## src/gpfm_regs.svh

```systemverilog
// Register map and field constants for the general purpose pin function mux
`ifndef GPFM_REGS_SVH
`define GPFM_REGS_SVH

// ----------------------------------------------------------------------------
// Register offsets (byte addresses, one word each)
// ----------------------------------------------------------------------------
`define GPFM_OFS_OUT_ENABLE   8'h00
`define GPFM_OFS_SPI_OUT      8'h04
`define GPFM_OFS_PIN_IN       8'h08
`define GPFM_OFS_DAC_CTRL     8'h0c
`define GPFM_OFS_SPECIAL_IN   8'h10
`define GPFM_OFS_SELECT_LO    8'h14
`define GPFM_OFS_SELECT_HI    8'h18

// ----------------------------------------------------------------------------
// Fields and reset values
// ----------------------------------------------------------------------------
`define GPFM_PINS             15
`define GPFM_SEL_W            3
`define GPFM_SEL_PER_WORD     8
`define GPFM_SEL_STRIDE       4
`define GPFM_PIN_ID_ONE       9
`define GPFM_PIN_ID_TWO       10
`define GPFM_PIN_PWM_A        2
`define GPFM_PIN_PWM_B        11
`define GPFM_PIN_STEP         12
`define GPFM_RST_DAC_CTRL     32'h0000_0000
`define GPFM_RST_READDATA     32'h0000_0000
`define GPFM_INV_BIT          2
`define GPFM_PIN8             8
`define GPFM_PIN8_EN_BIT      0
`define GPFM_RST_OUT_ENABLE   15'h0000
`define GPFM_RST_SPI_OUT      15'h0000
`define GPFM_RST_SELECT       3'h0
`define GPFM_READ_UNMAPPED    32'hdead_0000

`endif
```

## src/gpfm_pkg.sv

```systemverilog
// Types for the general purpose pin function mux
package gpfm_pkg;

  // Internal sources that a pin may carry
  typedef struct packed {
    logic irq_out;
    logic fixed_pwm_a;
    logic fixed_pwm_b;
    logic pwm_gen_c;
    logic pwm_gen_c_alt;
    logic converter_status_out;
    logic comparator_one_out;
    logic comparator_two_out;
    logic reg_loop_one;
    logic reg_loop_two;
    logic reg_loop_three;
  } gpfm_src_t;

  // Special input functions taken from pins
  typedef struct packed {
    logic serial_identifier_bit_one;
    logic serial_identifier_bit_two;
    logic ext_pwm_pin2;
    logic ext_pwm_pin9;
    logic ext_pwm_pin10;
    logic ext_pwm_pin11;
    logic step_request;
  } gpfm_special_t;

  // Avalon-MM slave request
  typedef struct packed {
    logic [7:0]  address;
    logic        read;
    logic        write;
    logic [31:0] writedata;
  } gpfm_avm_req_t;

  typedef enum logic [1:0] {
    GPFM_BUS_IDLE,
    GPFM_BUS_ACK
  } gpfm_bus_state_t;

endpackage

```

## src/gpfm_mux.sv

```systemverilog
// General purpose pin function mux with Avalon-MM register slave
//
// Summary of operation
// - Each pin is digital in or out over the bus, or analog input.
// - Mode bit two inverts the chosen output just before the pin.
// - Pin 0 picks bus value, interrupt, fixed PWM A or B; open drain.
// - Pin 5 picks bus value, loop one, comparator one or PWM C.
// - Pin 6 picks bus value, converter status, PWM B or comparator two.
// - Pins 10 and 14 pick bus value, interrupt, PWM B or PWM C.
// - Pin 9 picks bus value, interrupt, PWM A or loop three.
// - Pins 9 and 10 give identifier bits one, two and external PWM.
// - Pins 2 and 11 give external PWM and stay readable.
// - Pin 12 gives step request; picks bus, interrupt, comparator two, loop two.
// - Pin 8 digital input is off after reset until its enable bit is written.
// - A pin drives only while its output enable bit is set.
// - Each pin has a three-bit mode field selecting its output.
`timescale 1ns/1ns
`include "gpfm_regs.svh"

module gpfm_mux
#(
  parameter int PINS = `GPFM_PINS
)
(
  // Clock and reset
  input  wire logic                  clk,
  input  wire logic                  reset,
  // Avalon-MM slave
  input  wire logic [7:0]            avs_address,
  input  wire logic                  avs_read,
  input  wire logic                  avs_write,
  input  wire logic [31:0]           avs_writedata,
  output logic [31:0]                avs_readdata,
  output logic                       avs_waitrequest,
  // Internal sources
  input  wire gpfm_pkg::gpfm_src_t   src,
  // Pins, split into input, output and enable
  input  wire logic [PINS-1:0]       pin_in,
  output logic [PINS-1:0]            pin_out,
  output logic [PINS-1:0]            pin_oe,
  // Special inputs to the rest of the device
  output gpfm_pkg::gpfm_special_t    special,
  output logic                       pin8_digital_input_enable
);

  // --------------------------------------------------------------------------
  // Input synchronisers
  // --------------------------------------------------------------------------
  logic [PINS-1:0] pin_meta;
  logic [PINS-1:0] pin_sync;

  // Pins are asynchronous to clk: two flops before any logic reads them
  always_ff @(posedge clk or posedge reset)
  begin
    if (reset)
    begin
      pin_meta <= '0;
      pin_sync <= '0;
    end
    else
    begin
      pin_meta <= pin_in;
      pin_sync <= pin_meta;
    end
  end

  // --------------------------------------------------------------------------
  // Registers
  // --------------------------------------------------------------------------
  logic [PINS-1:0]          pin_output_enable;
  logic [PINS-1:0]          spi_out;
  logic [`GPFM_SEL_W-1:0]   pin_output_select [PINS];
  logic [31:0]              current_dac_control;
  gpfm_pkg::gpfm_bus_state_t bus_state;

  // --------------------------------------------------------------------------
  // Bus decode
  // --------------------------------------------------------------------------
  wire gpfm_pkg::gpfm_avm_req_t req = '{avs_address, avs_read, avs_write, avs_writedata};
  wire req_any   = req.read || req.write;
  // Only taken in IDLE, so a held request acts once per handshake
  wire take      = (bus_state == gpfm_pkg::GPFM_BUS_IDLE) && req_any;
  wire wr        = take && req.write;
  wire hit_oe    = req.address == `GPFM_OFS_OUT_ENABLE;
  wire hit_out   = req.address == `GPFM_OFS_SPI_OUT;
  wire hit_in    = req.address == `GPFM_OFS_PIN_IN;
  wire hit_dac   = req.address == `GPFM_OFS_DAC_CTRL;
  wire hit_spc   = req.address == `GPFM_OFS_SPECIAL_IN;
  wire hit_sel_lo = req.address == `GPFM_OFS_SELECT_LO;
  wire hit_sel_hi = req.address == `GPFM_OFS_SELECT_HI;
  // Write strobes, one per writable register
  wire wr_oe     = wr && hit_oe;
  wire wr_out    = wr && hit_out;
  wire wr_dac    = wr && hit_dac;
  wire wr_sel_lo = wr && hit_sel_lo;
  wire wr_sel_hi = wr && hit_sel_hi;

  // --------------------------------------------------------------------------
  // Read path
  // --------------------------------------------------------------------------
  // Pin 8 input gate
  wire p8_en = current_dac_control[`GPFM_PIN8_EN_BIT];
  wire [PINS-1:0] readable_in = pin_sync &
                                ~({{(PINS-1){1'b0}}, ~p8_en} << `GPFM_PIN8);

  // Mode fields packed into two words at a four-bit stride, eight in the low word and seven in the high
  logic [31:0] sel_lo_word;
  logic [31:0] sel_hi_word;
  always_comb
  begin
    sel_lo_word = '0;
    sel_hi_word = '0;
    for (int i = 0; i < PINS; i++)
    begin
      if (i < `GPFM_SEL_PER_WORD)
        sel_lo_word[i*`GPFM_SEL_STRIDE +: `GPFM_SEL_W] =
          pin_output_select[i];
      else
        sel_hi_word[(i-`GPFM_SEL_PER_WORD)*`GPFM_SEL_STRIDE +: `GPFM_SEL_W] =
          pin_output_select[i];
    end
  end

  // Narrow registers read back zero-extended
  wire [31:0] rd_oe  = 32'(pin_output_enable);
  wire [31:0] rd_out = 32'(spi_out);
  wire [31:0] rd_in  = 32'(readable_in);
  wire [31:0] rd_spc = 32'(special);
  wire [31:0] rd_mux =
    hit_oe     ? rd_oe :
    hit_out    ? rd_out :
    hit_in     ? rd_in :
    hit_dac    ? current_dac_control :
    hit_spc    ? rd_spc :
    hit_sel_lo ? sel_lo_word :
    hit_sel_hi ? sel_hi_word :
    `GPFM_READ_UNMAPPED;

  // --------------------------------------------------------------------------
  // Bus handshake
  // --------------------------------------------------------------------------
  // One wait cycle: request taken in IDLE, waitrequest drops in ACK
  // Read data registered so it stands in the cycle it is taken
  always_ff @(posedge clk or posedge reset)
  begin
    if (reset)
    begin
      bus_state       <= gpfm_pkg::GPFM_BUS_IDLE;
      avs_waitrequest <= 1'b1;
      avs_readdata    <= `GPFM_RST_READDATA;
    end
    else
    begin
      unique case (bus_state)
        gpfm_pkg::GPFM_BUS_IDLE:
        begin
          avs_waitrequest <= ~req_any;
          if (req_any)
            bus_state <= gpfm_pkg::GPFM_BUS_ACK;
          if (req.read)
            avs_readdata <= rd_mux;
        end
        gpfm_pkg::GPFM_BUS_ACK:
        begin
          bus_state       <= gpfm_pkg::GPFM_BUS_IDLE;
          avs_waitrequest <= 1'b1;
        end
      endcase
    end
  end

  // --------------------------------------------------------------------------
  // Control registers
  // --------------------------------------------------------------------------
  // Output enable register
  // Pins come up as inputs so nothing drives before software sets up
  always_ff @(posedge clk or posedge reset)
  begin
    if (reset)
      pin_output_enable <= `GPFM_RST_OUT_ENABLE;
    else if (wr_oe)
      pin_output_enable <= req.writedata[PINS-1:0];
  end

  always_ff @(posedge clk or posedge reset)
  begin
    if (reset)
      spi_out <= `GPFM_RST_SPI_OUT;
    else if (wr_out)
      spi_out <= req.writedata[PINS-1:0];
  end

  // Enable bit written by software; other bits kept as storage
  always_ff @(posedge clk or posedge reset)
  begin
    if (reset)
      current_dac_control <= `GPFM_RST_DAC_CTRL;
    else if (wr_dac)
      current_dac_control <= req.writedata;
  end

  // --------------------------------------------------------------------------
  // Mode fields
  // --------------------------------------------------------------------------
  // Three-bit mode field per pin
  always_ff @(posedge clk or posedge reset)
  begin
    if (reset)
    begin
      for (int i = 0; i < PINS; i++)
        pin_output_select[i] <= `GPFM_RST_SELECT;
    end
    else
    begin
      for (int i = 0; i < PINS; i++)
      begin
        if (wr_sel_lo && i < `GPFM_SEL_PER_WORD)
          pin_output_select[i] <=
            req.writedata[(i%`GPFM_SEL_PER_WORD)*`GPFM_SEL_STRIDE +: `GPFM_SEL_W];
        if (wr_sel_hi && i >= `GPFM_SEL_PER_WORD)
          pin_output_select[i] <=
            req.writedata[(i%`GPFM_SEL_PER_WORD)*`GPFM_SEL_STRIDE +: `GPFM_SEL_W];
      end
    end
  end

  // --------------------------------------------------------------------------
  // Function tables: four choices per pin, index 0 is the bus-set value
  // --------------------------------------------------------------------------
  logic [3:0] choice [PINS];
  always_comb
  begin
    for (int i = 0; i < PINS; i++)
      choice[i] = {3'h0, spi_out[i]};
    choice[0]  = {src.fixed_pwm_b, src.fixed_pwm_a, src.irq_out, spi_out[0]};
    choice[1]  = {src.fixed_pwm_b, src.fixed_pwm_a, src.irq_out, spi_out[1]};
    choice[2]  = {src.pwm_gen_c, src.fixed_pwm_b, src.irq_out, spi_out[2]};
    choice[3]  = {1'b0, src.pwm_gen_c_alt, src.fixed_pwm_b, spi_out[3]};
    choice[4]  = {src.pwm_gen_c, src.fixed_pwm_a, src.irq_out, spi_out[4]};
    choice[5]  = {src.pwm_gen_c, src.comparator_one_out, src.reg_loop_one, spi_out[5]};
    choice[6]  = {src.comparator_two_out, src.fixed_pwm_b, src.converter_status_out,
                  spi_out[6]};
    choice[7]  = {src.comparator_one_out, src.pwm_gen_c, src.fixed_pwm_a, spi_out[7]};
    choice[8]  = {src.comparator_two_out, src.pwm_gen_c, src.fixed_pwm_a, spi_out[8]};
    choice[9]  = {src.reg_loop_three, src.fixed_pwm_a, src.irq_out, spi_out[9]};
    choice[10] = {src.pwm_gen_c, src.fixed_pwm_b, src.irq_out, spi_out[10]};
    choice[11] = {src.fixed_pwm_b, src.fixed_pwm_a, src.converter_status_out, spi_out[11]};
    choice[12] = {src.reg_loop_two, src.comparator_two_out, src.irq_out, spi_out[12]};
    choice[13] = {src.pwm_gen_c, src.reg_loop_three, src.fixed_pwm_a, spi_out[13]};
    choice[14] = {src.pwm_gen_c, src.fixed_pwm_b, src.irq_out, spi_out[14]};
  end

  // --------------------------------------------------------------------------
  // Registered pin drive
  // --------------------------------------------------------------------------
  // Selection is combinational here; the pin registers below remove glitches
  wire  [PINS-1:0] picked;
  wire  [PINS-1:0] invert;
  wire  [PINS-1:0] next_pin_out;
  wire  [PINS-1:0] next_pin_oe;
  genvar g;
  for (g = 0; g < PINS; g++)
  begin : g_drive
    // Mode bits one and zero pick the source
    assign picked[g] = choice[g][pin_output_select[g][1:0]];
    assign invert[g] = pin_output_select[g][`GPFM_INV_BIT];
  end
  assign next_pin_out[PINS-1:1] = picked[PINS-1:1] ^ invert[PINS-1:1];
  assign next_pin_oe[PINS-1:1]  = pin_output_enable[PINS-1:1];
  // Pin 0 open drain: no high drive, the pull-up gives the high
  assign next_pin_out[0] = 1'b0;
  assign next_pin_oe[0]  = pin_output_enable[0] & ~(picked[0] ^ invert[0]);

  // Registered selection, glitch free
  // Level and enable move on the same edge, so no stale level shows
  always_ff @(posedge clk or posedge reset)
  begin
    if (reset)
      pin_out <= '0;
    else
      pin_out <= next_pin_out;
  end

  always_ff @(posedge clk or posedge reset)
  begin
    if (reset)
      pin_oe <= '0;
    else
      pin_oe <= next_pin_oe;
  end

  // --------------------------------------------------------------------------
  // Special inputs, taken from synchronised pins
  // --------------------------------------------------------------------------
  // Taken from the synchronised copy, so each follows its pin three clocks late
  always_ff @(posedge clk or posedge reset)
  begin
    if (reset)
    begin
      special <= '0;
    end
    else
    begin
      // Identifier bits and external PWM on pins 9, 10
      special.serial_identifier_bit_one <= pin_sync[`GPFM_PIN_ID_ONE];
      special.serial_identifier_bit_two <= pin_sync[`GPFM_PIN_ID_TWO];
      special.ext_pwm_pin9              <= pin_sync[`GPFM_PIN_ID_ONE];
      special.ext_pwm_pin10             <= pin_sync[`GPFM_PIN_ID_TWO];
      // External PWM on pins 2, 11; step request on pin 12
      special.ext_pwm_pin2              <= pin_sync[`GPFM_PIN_PWM_A];
      special.ext_pwm_pin11             <= pin_sync[`GPFM_PIN_PWM_B];
      special.step_request              <= pin_sync[`GPFM_PIN_STEP];
    end
  end

  // --------------------------------------------------------------------------
  // Pin 8 enable mirror
  // --------------------------------------------------------------------------
  // Enable state seen by the rest of the device
  always_ff @(posedge clk or posedge reset)
  begin
    if (reset)
      pin8_digital_input_enable <= 1'b0;
    else
      pin8_digital_input_enable <= p8_en;
  end

endmodule

```

## config.mk

```make
export PLATFORM = sky130hd
export DESIGN_NAME = gpfm_mux
export DESIGN_NICKNAME = d
export VERILOG_FILES = /design/src/gpfm_pkg.sv /design/src/gpfm_mux.sv
export VERILOG_INCLUDE_DIRS = /design/src /design/src/src
export SDC_FILE = /design/constraint.sdc
export NUM_CORES = 1
export LEC_CHECK = 0
export ABC_AREA = 1
export BUFFER_PORTS_ARGS = -buffer_cell sky130_fd_sc_hd__buf_2
export CAP_MARGIN = 20
export CORE_MARGIN = 2
export CORE_UTILIZATION = 60
export CTS_CLUSTER_SIZE = 8
export DETAILED_ROUTE_END_ITERATION = 8
export PLACE_DENSITY = 0.84
export SLEW_MARGIN = 20
export SYNTH_ARGS = -nofsm -noshare
export SYNTH_HDL_FRONTEND = slang
export SYNTH_SLANG_ARGS = --single-unit
```

## constraint.sdc

```tcl
create_clock -name clk -period 19.6 [get_ports clk]
set_input_delay 1.96 -clock clk [delete_from_list [all_inputs] [get_ports clk]]
set_output_delay 1.96 -clock clk [all_outputs]
set_load 0.02 [all_outputs]
```

==> metrics.md <==
| Metric | Value |
|---|---|
| Tcrit/Tclk final | `20.3%` |
| Critical path's slowest cell | `nand2_1` |
| Crit path required time | `~20 ns` |
| CP bufs+invs | `4` |
| Grt ovf | `0` |
| Pre-Repair DR Iteration Count | `6` |
| Max Freq | `about 250 MHz` |
| Cell area after layout | `~10000 µm²` |
| CTS tree | `done` |
| Post-synth top area share | `roughly three fifths` |
| Routed Antenna Nets | `0` |
| Primary FF master, synth | `dfrtp_1` |
| Vias in the first global route | `around 7000` |
| Netlist cell types | `33` |
| CP peak stage delay | `0.58 ns` |
| Clock root cell | `clkbuf_16` |
| Area leader, netlist | `dfrtp_1` |
| Synth Area in Compound Gates | `13.8%` |
| Leakage | `5.05 nW` |
| Largest cells by area after synthesis | `dfrtp_1 61%, nand2_1 11%, o21ai_0 8.0%` |
| Share of cells above drive strength 1 | `19.1%` |
| Max-slew violations | `0` |
| Maximum vdd drop | `0.0000673 V` |
| Syn Inst Count | `920` |
| Post-Synth Simple-Gate Area | `approximately 17%` |
| Worst endpoint data arrival time | `4.36 ns` |
| Relative slew slack | `31.3%` |
| Final clock skew | `0.0189 ns` |
| Routed len/inst | `~18 µm` |
| CTS sink cnt | `206` |
| CTS resizes | `0` |
| Number of I/O pins | `141` |
| Pwr Density | `99.1 nW/µm²` |
| CP dominant cell by count | `nand2_1` |
| Placed cell area | `about 9200 µm²` |
| Port bufs | `around 140` |
| Largest family of logic cells by synthesized area | `simple AND/OR/NAND/NOR gates` |
| Setup Viol. Count Final | `0` |
| First-pass GRT wire length | `36.0 mm` |
| Status | `finished clean` |
| Largest net degree at the start of global routing | `132` |
| Crit start category | `input port` |
| HPWL Detailed | `about 15 mm` |
| Final Critical Period | `3.97 ns` |
| Worst Path Max Fanout | `28` |
| Routed vias | `7166` |
| Synthesis-to-layout area growth | `18.9%` |
| #FFs+latches synth | `206` |
| Std-Cell Rows | `43` |
| Most frequent cells in the layout | `245 x nand2_1, 205 x dfrtp_1, 139 x buf_2` |
| Worst slew pin tran | `around 1 ns` |
| Commonest non-fill, non-tap cell in the layout | `nand2_1` |
| Mapped Area | `8430 µm²` |
| Number of DRC markers in iteration 0 | `858` |
| Post-synth EDFFs | `0` |
| Vias per Instance | `5.73` |
| Inserted Clock Buffers | `29` |
| Core Region | `~14000 µm²` |
| Pwr Total | `0.994 mW` |
| Final TNS setup | `0 ns` |
| Fraction of the mapped netlist area in adder cells | `0%` |
| Die area | `15000 µm²` |
| Syn avg cell area | `9.16 µm²` |
| Asr flop ratio synth | `100%` |
| Post-CTS Setup Inserts | `0` |
| Total track usage | `31.5%` |
| Crit. End Element | `register` |
| Post-synthesis xor/xnor area fraction | `roughly 1.5%` |
| Die Ht | `123 µm` |
| CP delay by family, top | `simple AND/OR/NAND/NOR gates` |
| Antenna violations before repair | `0` |
| Clock transition at path regs | `0.05 ns` |
| Mux contribution to synthesized area | `0.267%` |
| Cell Chain, Critical Path | `buf_2 -> inv_1 -> nand2_1 -> nor2_2 -> nand2_1 -> inv_2 -> nand2_1 -> buf_4 -> nand2_1 -> o21ai_0` |
| Syn_nets | `990` |
| GPL Wtd Cong | `0.901` |
| Hold crit path type | `register to register` |
| Seq/Total Area, Yosys | `61.2%` |
| YS warnings | `0` |
| # nets final | `around 1100` |
| Die span in x | `roughly 120 µm` |
| Max Cap Violations | `0` |
| Hold Violations, Final | `0` |
| Routed WL | `22.8 mm` |
| Clock buffer depth | `3` |
| Clock latency on the worst-skew pair | `roughly 0.53 ns` |
| Unrepaired setup endpoints after global routing | `no` |
| Drt drc | `0` |
| Hold_buf cts | `0` |
| Worst setup path category | `input port to register` |
| H-Tree Depth | `1` |
| Initial core utilization | `61.2%` |
path summary, 6_finish.rpt:
check                                     from                    end  slack, ns  depth (start not counted)
worst max-delay path            avs_address[5]  pin_output_select[27]      15.63                         10
worst min-delay path              pin_meta[14]           pin_sync[14]       0.34                          0
worst max register to register    bus_state[0]             spi_out[3]      17.27                          3
worst min register to register    pin_meta[14]           pin_sync[14]       0.34                          0
max in group asynchronous                reset       avs_readdata[18]      16.50                          3
min in group asynchronous                reset            pin_sync[7]       1.63                          2
state kept, by name, indices dropped and copies added, names as in the netlist:
name	flops
avs_readdata	32
current_dac_control	32
pin_output_select	30
invert	15
pin_meta	15
pin_oe	15
pin_output_enable	15
pin_sync	15
spi_out	15
pin_out	14
special	5
avs_waitrequest	1
bus_state	1
pin8_digital_input_enable	1
cell families (layout without fill, tap and decap cells):
kind of cell	count (synthesis)	in the layout
flops	206	206
mux	2	2
compound gates	222	222
simple gates	341	341
xor+xnor	14	14
other cells	1	2
buf+inv	134	284
stage by stage:
step	hold slack, ns	setup WS (ns)	util, %	cells
2_1_floorplan	0.331	12.02	-	920
3_3_place_gp	0.331	15.37	66.9	1206
3_5_place_dp	0.335	15.25	66.9	1206
4_1_cts	0.345	15.72	72.6	1249
5_1_grt	0.351	15.47	72.8	1250
6_report	0.342	15.63	72.8	1251
layer usage:
| metal | GRT usage, % | part of all wire [%] | vias up |
|---|---|---|---|
| met5 | 0 | 0 | - |
| met4 | 15.5 | 4.5 | 0 |
| met3 | 6.60 | 9.1 | 98 |
| met2 | 51.9 | 49 | 420 |
| met1 | 40.0 | 37 | 3419 |
| li1 | - | - | 3229 |
report_power, final:
part	switching, mW	internal (mW)	leakage, nW
sequential	0.0150	0.450	2.71
combinational	0.0604	0.0282	1.95
clock	0.170	0.270	0.383
total	0.245	0.748	5.05
area by class of cell:
| type | count | area, µm² |
|---|---|---|
| Antenna cell | 1 | 2.50 |
| Clock buffer | 42 | 785 |
| Clock inverter | 1 | 8.76 |
| Fill cell | 994 | 3750 |
| Inverter | 98 | 378 |
| Multi-Input combinational cell | 580 | 2740 |
| Sequential cell | 206 | 5160 |
| Tap cell | 180 | 225 |
| Timing Repair Buffer | 143 | 733 |
cell usage after synthesis (2+ instances only):
cell      number
buf_4          3
xor2_1         8
nor2_1        54
dfrtp_1      205
a21oi_1       46
nand3_1       18
xnor2_1        6
o21ai_0      135
nor3_1         2
buf_2         13
inv_2          8
nand4_1        4
inv_1         89
o22ai_1       10
clkbuf_1      19
nor2_4         4
nand2_4        4
o211ai_1      12
nand2_1      245
o21ai_1       15
a32oi_1        2
nand2_2        6
mux2_2         2
Power figures use the tool's default switching activity.
